--- src/hdl/ecal_defines.vh ---
// constants of the configuration autoloader
// ****************************************
// Function
// - valid flag at bit 15, read only for the host
// - valid flag cleared by hardware reset or a failed read, not soft reset or stop
// - automatic image read starts after hardware reset releases
// - valid set only if prom answered and 36-byte checksum correct
// - valid zero after any read restores loadable registers to defaults
// - absent prom ends read early, valid stays zero
// - host writes one to bit 14 to reload 36 bytes
// - each fetched byte lands in its configuration register
// - host reads return internal copy, no prom access
// - host writes change internal copy only, never the prom
// - reload command bit self clears when commanded read ends
// - host accesses ignored while commanded read in progress
// - absent prom on command: clear bit, valid zero, relocatable mode
// - bits 31-16 written zero by host, read back as zero
// - strap says no prom: skip auto read, enter relocatable mode
// - command bit writable only while stop is one; hardware reset clears
// ****************************************
`ifndef ECAL_DEFINES_VH
`define ECAL_DEFINES_VH
`define ECAL_OFS_STATION 8'h00
`define ECAL_OFS_CFG0 8'h10
`define ECAL_OFS_CTRL 8'h4C
`define ECAL_OFS_CMD 8'h50
`define ECAL_OFS_IRQ_STAT 8'h54
`define ECAL_OFS_IRQ_MASK 8'h58
`define ECAL_BIT_VALID 15
`define ECAL_BIT_RELOAD 14
`define ECAL_BIT_DETECT 3
`define ECAL_BIT_STOP 0
`define ECAL_BIT_RELOC 1
`define ECAL_IMG_BYTES 36
`define ECAL_SK_HALF 4
`define ECAL_CMD_READ 3'h6
`define ECAL_ADDR_BITS 6
`define ECAL_ABSENT_CLKS 2
`define ECAL_CHECK_VAL 8'hFF
`define ECAL_IRQ_DONE 0
`define ECAL_IRQ_FAIL 1
`endif

--- src/hdl/ecal_shifter.v ---
// serial prom bit engine: one clock, one sample per bit
`timescale 1ns/100ps
module ecal_shifter (
    input wire ref_clk,
    input wire nrst,
    input wire start,
    input wire dout_bit,
    input wire din_sync,
    output reg sk_ff,
    output reg bit_done_ff,
    output reg sample_ff
);
`include "ecal_defines.vh"
reg [3:0] cnt_ff;
reg busy_ff;
// ****************************************
// serial clock from bus clock
// ****************************************
always @(posedge ref_clk or negedge nrst) begin
    if (!nrst) begin
        cnt_ff <= 4'h0;
        busy_ff <= 1'b0;
        sk_ff <= 1'b0;
        bit_done_ff <= 1'b0;
        sample_ff <= 1'b0;
    end else begin
        bit_done_ff <= 1'b0;
        if (start && !busy_ff) begin
            busy_ff <= 1'b1;
            cnt_ff <= 4'h0;
        end else if (busy_ff) begin
            cnt_ff <= cnt_ff + 4'h1;
            if (cnt_ff == `ECAL_SK_HALF - 1) begin
                sk_ff <= 1'b1;
                sample_ff <= din_sync;
            end
            if (cnt_ff == 2 * `ECAL_SK_HALF - 1) begin
                sk_ff <= 1'b0;
                busy_ff <= 1'b0;
                bit_done_ff <= 1'b1;
            end
        end
    end
end
endmodule // ecal_shifter

--- src/hdl/ecal_top.v ---
// configuration autoloader with ahb-lite register slave
//
// Local design decisions: the address map and register access over AHB-Lite.
`timescale 1ns/100ps
module ecal_top (
    input wire ref_clk,
    input wire nrst,
    input wire hsel,
    input wire [31:0] haddr,
    input wire [1:0] htrans,
    input wire hwrite,
    input wire [2:0] hsize,
    input wire [31:0] hwdata,
    input wire hready,
    output wire [31:0] hrdata,
    output wire hreadyout,
    output wire hresp,
    output wire irq,
    input wire eeprom_detect_strap_pin,
    input wire serial_prom_data_in_pin,
    output reg serial_prom_cs_ff,
    output wire serial_prom_clock_pin,
    output reg serial_prom_data_out_pin
);
`include "ecal_defines.vh"
localparam ST_IDLE = 3'h0;
localparam ST_CMD = 3'h1;
localparam ST_DATA = 3'h2;
localparam ST_GAP = 3'h3;
localparam ST_END = 3'h4;
localparam CMD_BITS = 3 + `ECAL_ADDR_BITS;
localparam [31:0] IMG_LAST = `ECAL_IMG_BYTES - 1;
localparam [6:0] LAST_BYTE = IMG_LAST[6:0];
// ****************************************
// pin synchronisers
// ****************************************
reg [1:0] din_sync_ff;
reg [1:0] strap_sync_ff;
always @(posedge ref_clk or negedge nrst) begin
    if (!nrst) begin
        din_sync_ff <= 2'h0;
    end else begin
        din_sync_ff <= {din_sync_ff[0], serial_prom_data_in_pin};
    end
end
// strap sync runs through reset so its level is settled at release
always @(posedge ref_clk) begin
    strap_sync_ff <= {strap_sync_ff[0], eeprom_detect_strap_pin};
end
// ****************************************
// state and registers
// ****************************************
reg [2:0] state_ff;
reg [3:0] bitcnt_ff;
reg [6:0] byte_ff;
reg [7:0] shreg_ff;
reg [7:0] sum_ff;
reg [CMD_BITS-1:0] cmdsh_ff;
reg valid_ff;
reg reload_ff;
reg stop_ff;
reg reloc_ff;
reg detect_ff;
reg boot_ff;
reg auto_ff;
reg answered_ff;
reg [1:0] irq_stat_ff;
reg [1:0] irq_mask_ff;
reg [7:0] img_ff [0:`ECAL_IMG_BYTES-1];
reg go_ff;
wire bit_done;
wire sample;
wire sk;
wire busy = (state_ff != ST_IDLE);
wire cmd_busy = busy && !auto_ff;
ecal_shifter u_shift (
    .ref_clk(ref_clk),
    .nrst(nrst),
    .start(go_ff),
    .dout_bit(serial_prom_data_out_pin),
    .din_sync(din_sync_ff[1]),
    .sk_ff(sk),
    .bit_done_ff(bit_done),
    .sample_ff(sample)
);
assign serial_prom_clock_pin = sk;
// ****************************************
// ahb-lite slave
// ****************************************
reg ap_wr_ff;
reg [7:0] ap_addr_ff;
reg [31:0] rdata_ff;
wire ap_take = hsel && hready && htrans[1];
assign hreadyout = 1'b1;
assign hresp = 1'b0;
assign hrdata = rdata_ff;
assign irq = |(irq_stat_ff & irq_mask_ff);
// accesses are dropped while a commanded read runs
wire acc_ok = !cmd_busy;
wire wr_en = ap_wr_ff && acc_ok;
wire [31:0] ctrl_word = {16'h0000, valid_ff, reload_ff, 10'h000, detect_ff, 3'h0};
// read word latched in the address phase so it stands through the data phase;
// limitation: a read right behind a write to the same word sees the old word
wire [7:0] rd_addr = haddr[7:0];
reg [31:0] rd_mux;
always @* begin
    rd_mux = 32'h0000_0000;
    if (rd_addr[1:0] == 2'h0 && rd_addr[7:2] < 6'h09)
        rd_mux = {img_ff[{rd_addr[5:2], 2'h3}], img_ff[{rd_addr[5:2], 2'h2}],
                  img_ff[{rd_addr[5:2], 2'h1}], img_ff[{rd_addr[5:2], 2'h0}]};
    else if (rd_addr == `ECAL_OFS_CTRL)
        rd_mux = ctrl_word;
    else if (rd_addr == `ECAL_OFS_CMD)
        rd_mux = {30'h0, reloc_ff, stop_ff};
    else if (rd_addr == `ECAL_OFS_IRQ_STAT)
        rd_mux = {30'h0, irq_stat_ff};
    else if (rd_addr == `ECAL_OFS_IRQ_MASK)
        rd_mux = {30'h0, irq_mask_ff};
end
always @(posedge ref_clk or negedge nrst) begin
    if (!nrst) begin
        ap_wr_ff <= 1'b0;
        ap_addr_ff <= 8'h00;
        rdata_ff <= 32'h0000_0000;
    end else begin
        ap_wr_ff <= ap_take && hwrite && acc_ok;
        if (ap_take)
            ap_addr_ff <= haddr[7:0];
        if (ap_take && !hwrite)
            rdata_ff <= acc_ok ? rd_mux : 32'h0000_0000;
    end
end
// ****************************************
// image store: defaults are zero
// ****************************************
wire store_byte = (state_ff == ST_DATA) && bit_done && (bitcnt_ff == 4'h7);
wire [7:0] new_byte = {shreg_ff[6:0], sample};
wire fail_end = (state_ff == ST_END) && !(answered_ff && sum_ff == `ECAL_CHECK_VAL);
genvar gi;
generate
    for (gi = 0; gi < `ECAL_IMG_BYTES; gi = gi + 1) begin : g_img
        always @(posedge ref_clk or negedge nrst) begin
            if (!nrst)
                img_ff[gi] <= 8'h00;
            else if (fail_end)
                img_ff[gi] <= 8'h00;
            else if (store_byte && byte_ff == gi)
                img_ff[gi] <= new_byte;
            else if (wr_en && ap_addr_ff[7:2] == gi / 4 && gi / 4 < 9)
                img_ff[gi] <= hwdata[8*(gi%4)+:8];
        end
    end
endgenerate
// ****************************************
// sequencer
// ****************************************
wire ctrl_wr = wr_en && (ap_addr_ff == `ECAL_OFS_CTRL);
wire cmd_wr = wr_en && (ap_addr_ff == `ECAL_OFS_CMD);
always @(posedge ref_clk or negedge nrst) begin
    if (!nrst) begin
        state_ff <= ST_IDLE;
        bitcnt_ff <= 4'h0;
        byte_ff <= 7'h00;
        shreg_ff <= 8'h00;
        sum_ff <= 8'h00;
        cmdsh_ff <= {CMD_BITS{1'b0}};
        valid_ff <= 1'b0;
        reload_ff <= 1'b0;
        stop_ff <= 1'b1;
        reloc_ff <= 1'b0;
        detect_ff <= 1'b0;
        boot_ff <= 1'b1;
        auto_ff <= 1'b0;
        answered_ff <= 1'b0;
        irq_stat_ff <= 2'h0;
        irq_mask_ff <= 2'h0;
        go_ff <= 1'b0;
        serial_prom_cs_ff <= 1'b0;
        serial_prom_data_out_pin <= 1'b0;
    end else begin
        go_ff <= 1'b0;
        if (cmd_wr) begin
            stop_ff <= hwdata[`ECAL_BIT_STOP];
            if (hwdata[`ECAL_BIT_RELOC])
                reloc_ff <= 1'b0;
        end
        if (wr_en && ap_addr_ff == `ECAL_OFS_IRQ_MASK)
            irq_mask_ff <= hwdata[1:0];
        if (wr_en && ap_addr_ff == `ECAL_OFS_IRQ_STAT)
            irq_stat_ff <= irq_stat_ff & ~hwdata[1:0];
        case (state_ff)
        ST_IDLE: begin
            if (boot_ff) begin
                boot_ff <= 1'b0;
                detect_ff <= strap_sync_ff[1];
                if (strap_sync_ff[1]) begin
                    auto_ff <= 1'b1;
                    state_ff <= ST_CMD;
                end else begin
                    reloc_ff <= 1'b1;
                end
            end else if (ctrl_wr && stop_ff && hwdata[`ECAL_BIT_RELOAD]) begin
                reload_ff <= 1'b1;
                auto_ff <= 1'b0;
                state_ff <= ST_CMD;
            end
            if (boot_ff && strap_sync_ff[1] || ctrl_wr && stop_ff && hwdata[`ECAL_BIT_RELOAD]) begin
                cmdsh_ff <= {`ECAL_CMD_READ, {`ECAL_ADDR_BITS{1'b0}}};
                bitcnt_ff <= 4'h0;
                byte_ff <= 7'h00;
                sum_ff <= 8'h00;
                answered_ff <= 1'b0;
                serial_prom_cs_ff <= 1'b1;
                go_ff <= 1'b1;
            end
        end
        ST_CMD: begin
            serial_prom_data_out_pin <= cmdsh_ff[CMD_BITS-1];
            if (bit_done) begin
                cmdsh_ff <= {cmdsh_ff[CMD_BITS-2:0], 1'b0};
                bitcnt_ff <= bitcnt_ff + 4'h1;
                // commanded reads are never cut short at two clocks, whatever the strap said
                if (auto_ff && !detect_ff && bitcnt_ff == `ECAL_ABSENT_CLKS - 1) begin
                    state_ff <= ST_END; // cut short after two clocks
                end else if (bitcnt_ff == CMD_BITS) begin
                    // dummy zero from prom, one clock after the address, marks presence
                    answered_ff <= !sample;
                    bitcnt_ff <= 4'h0;
                    state_ff <= sample ? ST_END : ST_GAP;
                end else
                    go_ff <= 1'b1;
            end
        end
        ST_DATA: begin
            serial_prom_data_out_pin <= 1'b0;
            if (bit_done) begin
                shreg_ff <= new_byte;
                bitcnt_ff <= bitcnt_ff + 4'h1;
                if (bitcnt_ff == 4'h7) begin
                    bitcnt_ff <= 4'h0;
                    sum_ff <= sum_ff + new_byte;
                    byte_ff <= byte_ff + 7'h01;
                    state_ff <= (byte_ff == LAST_BYTE) ? ST_END : ST_GAP;
                end else
                    go_ff <= 1'b1;
            end
        end
        ST_GAP: begin
            go_ff <= 1'b1;
            state_ff <= ST_DATA;
        end
        ST_END: begin
            serial_prom_cs_ff <= 1'b0;
            valid_ff <= answered_ff && (sum_ff == `ECAL_CHECK_VAL);
            reload_ff <= 1'b0;
            if (!answered_ff)
                reloc_ff <= 1'b1;
            irq_stat_ff[`ECAL_IRQ_DONE] <= 1'b1;
            if (!(answered_ff && sum_ff == `ECAL_CHECK_VAL))
                irq_stat_ff[`ECAL_IRQ_FAIL] <= 1'b1;
            auto_ff <= 1'b0;
            state_ff <= ST_IDLE;
        end
        default: state_ff <= ST_IDLE;
        endcase
    end
end
endmodule // ecal_top

--- config.mk ---
export PLATFORM = sky130hd
export DESIGN_NAME = ecal_top
export DESIGN_NICKNAME = d
export VERILOG_FILES = /design/src/hdl/ecal_shifter.v /design/src/hdl/ecal_top.v
export VERILOG_INCLUDE_DIRS = /design/src /design/src/hdl
export SDC_FILE = /design/constraint.sdc
export NUM_CORES = 1
export LEC_CHECK = 0
export BUFFER_PORTS_ARGS = -buffer_cell sky130_fd_sc_hd__buf_2
export CORE_ASPECT_RATIO = 0.8
export CORE_MARGIN = 1.5
export CORE_UTILIZATION = 56
export DETAILED_ROUTE_END_ITERATION = 7
export PLACE_DENSITY = 0.75
export SLEW_MARGIN = 40
export SYNTH_ARGS = -nofsm -noshare
export SYNTH_HDL_FRONTEND = slang
export SYNTH_SLANG_ARGS = --single-unit
--- constraint.sdc ---
create_clock -name ref_clk -period 2 [get_ports ref_clk]
set_input_delay 0.1 -clock ref_clk [delete_from_list [all_inputs] [get_ports ref_clk]]
set_output_delay 0.1 -clock ref_clk [all_outputs]
set_load 0.03 [all_outputs]
==> impl_results.md <==
- Status: finished with violations
- Failing checks: DRC, setup timing
- CP bufs+invs: 5
- NumNets Final: 2456
- Top post-synthesis cells by area: dfrtp_1 (46%), o21ai_0 (8.3%), mux2i_1 (7.6%), nand2_1 (7.2%), mux4_2 (6.9%)
- Post-synthesis adder-cell area fraction: 0.933%
- Initial Util: 56.7%
- Synth Net Count: 2320
- Static Leakage: 11.8 nW
- Critical path's slowest cell: dfrtp_1
- Area post-placement: 22800 um2
- CTS tree: built
- Via count: 19.6k
- Syn_area_per_cell: 9.38 um2
- Mapped Cells: 2229
- Final instance area: 26000 um2
- Clk sinks: 387
- First-pass GRT wire length: 102 mm
- Synth area leader: dfrtp_1
- Share of the clock period used by the worst path after layout: 109%
- Peak Freq: 458 MHz
- Die ar.: 38500 um2
- I/O pins: 114
- WL/cell: 25.4 um
- Total track usage: 34.2%
- H-tree depth: 2
- CTS root buf: clkbuf_16
- # DRC: 17
- Max VDD drop: 0.702 mV
- Most frequent CP cell: buf_12
- Crit end category: register
- Largest family of logic cells by synthesized area: compound AO/OA/AOI/OAI gates
- Sequential-to-total area share from yosys stat: 46.3%
- Synth Area in Simple Gates: 11.2%
- Tmin final: 2.18 ns
- Clock skew: 0.0299 ns
- Critical Path Start Type: register
- CP max FO: 16
- Worst path top cell family by delay: buffers and inverters
- Post-synth top cells: nand2_1 (401), dfrtp_1 (383), o21ai_0 (346)
- Final worst slack: -0.181 ns
- Reg clk slew, reported paths: 0.06 ns
- Clock Latency Late Sink: 0.58 ns
- Area occupied by multi-input gates: 11000 um2
- Worst Path Arrival: 2.66 ns
- Final Max Slew Viols: 0
- Area delta synth->final: 24.4%
- Power Dens Cells: 754 nW/um2
- Antenna violations before repair: 1
- Vias in the first global route: 18.2k
- Mapped cell area: 20900 um2
- Pin count of the biggest net entering global routing: 65
- Input/output buffers: 83
- Layout cells sized above 1: 23.8%
- Ys Warns: 0
- Die Span X: 219 um
- GRT overflow: 0
- Most numerous cell in the Yosys netlist: nand2_1
- Maxcap violations: 0
- R2R depth: 10
- Core area: 36900 um2
- Site Rows: 63
- Slowest stage delay, CP: 0.41 ns
- FF+latch count, synth: 387
- Design Power: 0.0196 W
- Gpl congestion: 0.929
- Vias/cell: 6.79
- RSZ-0062 raised after global routing: true
- Worst slew pin tran: 0.843 ns
- DP HPWL: 41.6 mm
- Hold depth: 4
- Die Height: 176 um
- Drt first pass iters: 8
- Final hold vios: 0
- Setup Viol. Count Final: 101
- Post-Route WL: 73.1 mm
- Critical Path RT: 2.48 ns
- Mux cell area share after synthesis: 15.4%
- Synth Flop Type: dfrtp_1
- Yosys cell types: 69
- Synth top area share: 45.8%
- Cells along the critical path: buf_12 > nor3_4 > buf_6 > o211ai_1 > buf_4 > nor2_4 > buf_12 > clkbuf_16 > nand2_1 > a31oi_1
- Final design utilization: 70.6%
- WP depth: 10
- Synth Area in XOR/XNOR: 0.377%
- Crit Path Class: register to register
- # diodes: 0
- Post-synth ARST share: 99.5%
- Detail Route Antenna Nets: 0
- Min-Delay Path Class: input port to register
- Starting DRT DRC Count: 2708
- Number of CTS-inserted buffers: 42
- Register area: 9680 um2
- CTS max path bufs: 3
- Max-Slew Margin vs Limit: 43.8%
- Post-synthesis compound-gate area fraction: 20.8%
- Fillers: 2570
- Pre-CTS setup slack: -0.178 ns
- Post-synth EDFFs: 0
cell type report:
type | count | area share [%]
tap | 487 | 2.34
multi-input combinational | 1589 | 42.2
inverter | 19 | 0.274
clock buffer | 60 | 4.65
sequential | 387 | 37.2
clock inverter | 13 | 0.562
timing repair buffer | 326 | 12.8
where the power goes:
part / total (W) / leakage, nW / switching [W] / internal [W]
clock: 0.00780 / 0.668 / 0.00332 / 0.00448
combinational: 0.00265 / 7.25 / 0.00141 / 0.00124
sequential: 0.00917 / 3.86 / 0.000501 / 0.00867
total: 0.0196 / 11.8 / 0.00523 / 0.0144
kinds of logic (layout without fill, tap and decap cells):
logic type,Yosys count,count (layout)
xor+xnor,9,9
fa+ha+maj,15,15
buf+inv,253,418
flops,387,387
mux,239,239
compound gates,781,781
simple gates,543,543
other cells,2,2
worst paths after layout:
path | start | end | slack (ns)
worst min register to register | strap_sync_ff[0] | strap_sync_ff[1] | 0.33
worst min-delay path | hwdata[1] | img_ff[153] | 0.04
max in group asynchronous | nrst | img_ff[113] | 1.16
worst max register to register | state_ff[2] | img_ff[98] | -0.18
min in group asynchronous | nrst | ap_wr_ff | 0.10
worst max-delay path | state_ff[2] | img_ff[98] | -0.18
metal layers:
| layer | wire, um | vias to the layer above | share of wire (%) | GRT usage [%] |
|---|---|---|---|---|
| met5 | 50 | - | 0.068 | 1.03 |
| met4 | 3630 | 2 | 5.0 | 11.1 |
| met3 | 10800 | 304 | 15 | 9.90 |
| met2 | 31600 | 1443 | 43 | 51.8 |
| met1 | 27000 | 9484 | 37 | 47.3 |
| li1 | - | 8329 | - | - |
repair_timing:
item	CTS	global route
setup buffers	4	18
resized for setup	17	241
hold buffers	39	0
endpoints found under the setup margin	231	286
gates cloned	0	23
hold endpoints to repair	513	0
pin swaps	1	110
worst min-delay path, delay by kind of cell:
family	cells	cell delay, ns
and+or+nand+nor	1	0.07
AOI/OAI and AO/OA	1	0.07
buffers and inverters	2	0.32
state kept, by name (all words and copies together), names as in the netlist, 2 cells and up:
signal,flops
ap_addr_ff,8
bitcnt_ff,4
byte_ff,7
cmdsh_ff,2
din_sync_ff,2
hrdata,32
img_ff,288
irq_mask_ff,2
irq_stat_ff,2
shreg_ff,7
state_ff,3
strap_sync_ff,2
sum_ff,8
u_shift.cnt_ff,4
cells in the final DEF, fill, tap and decap left out, types with 8 or more instances in the layout:
cell type      count
nor3_1             8
dlygate4sd3_1     39
o21ai_1           57
mux4_2            64
buf_2             88
o21ai_0          285
mux2i_1          158
a31oi_4           10
nand2_4           27
o21ai_2            8
mux2_2            16
buf_4            105
clkbuf_1          10
buf_6             25
nand2_1          328
nand2_2           46
nor2_1            30
inv_1             18
ha_1              12
a22o_1            10
a21oi_1          210
a31oi_1          125
dfrtp_1          379
clkbuf_16         55
nand3_1           30
buf_12            54
o211ai_1          33
metrics by stage:
step           TNS, ns  hold slack (ns)  std cells
2_1_floorplan        0           -0.196       2229
3_3_place_gp    -0.996            0.109       2724
3_5_place_dp     -7.63            0.115       2724
4_1_cts              0           0.0209       2840
5_1_grt         -16.13           0.0419       2881
6_report         -4.76           0.0386       2881
(Power assumes the default switching activity.)
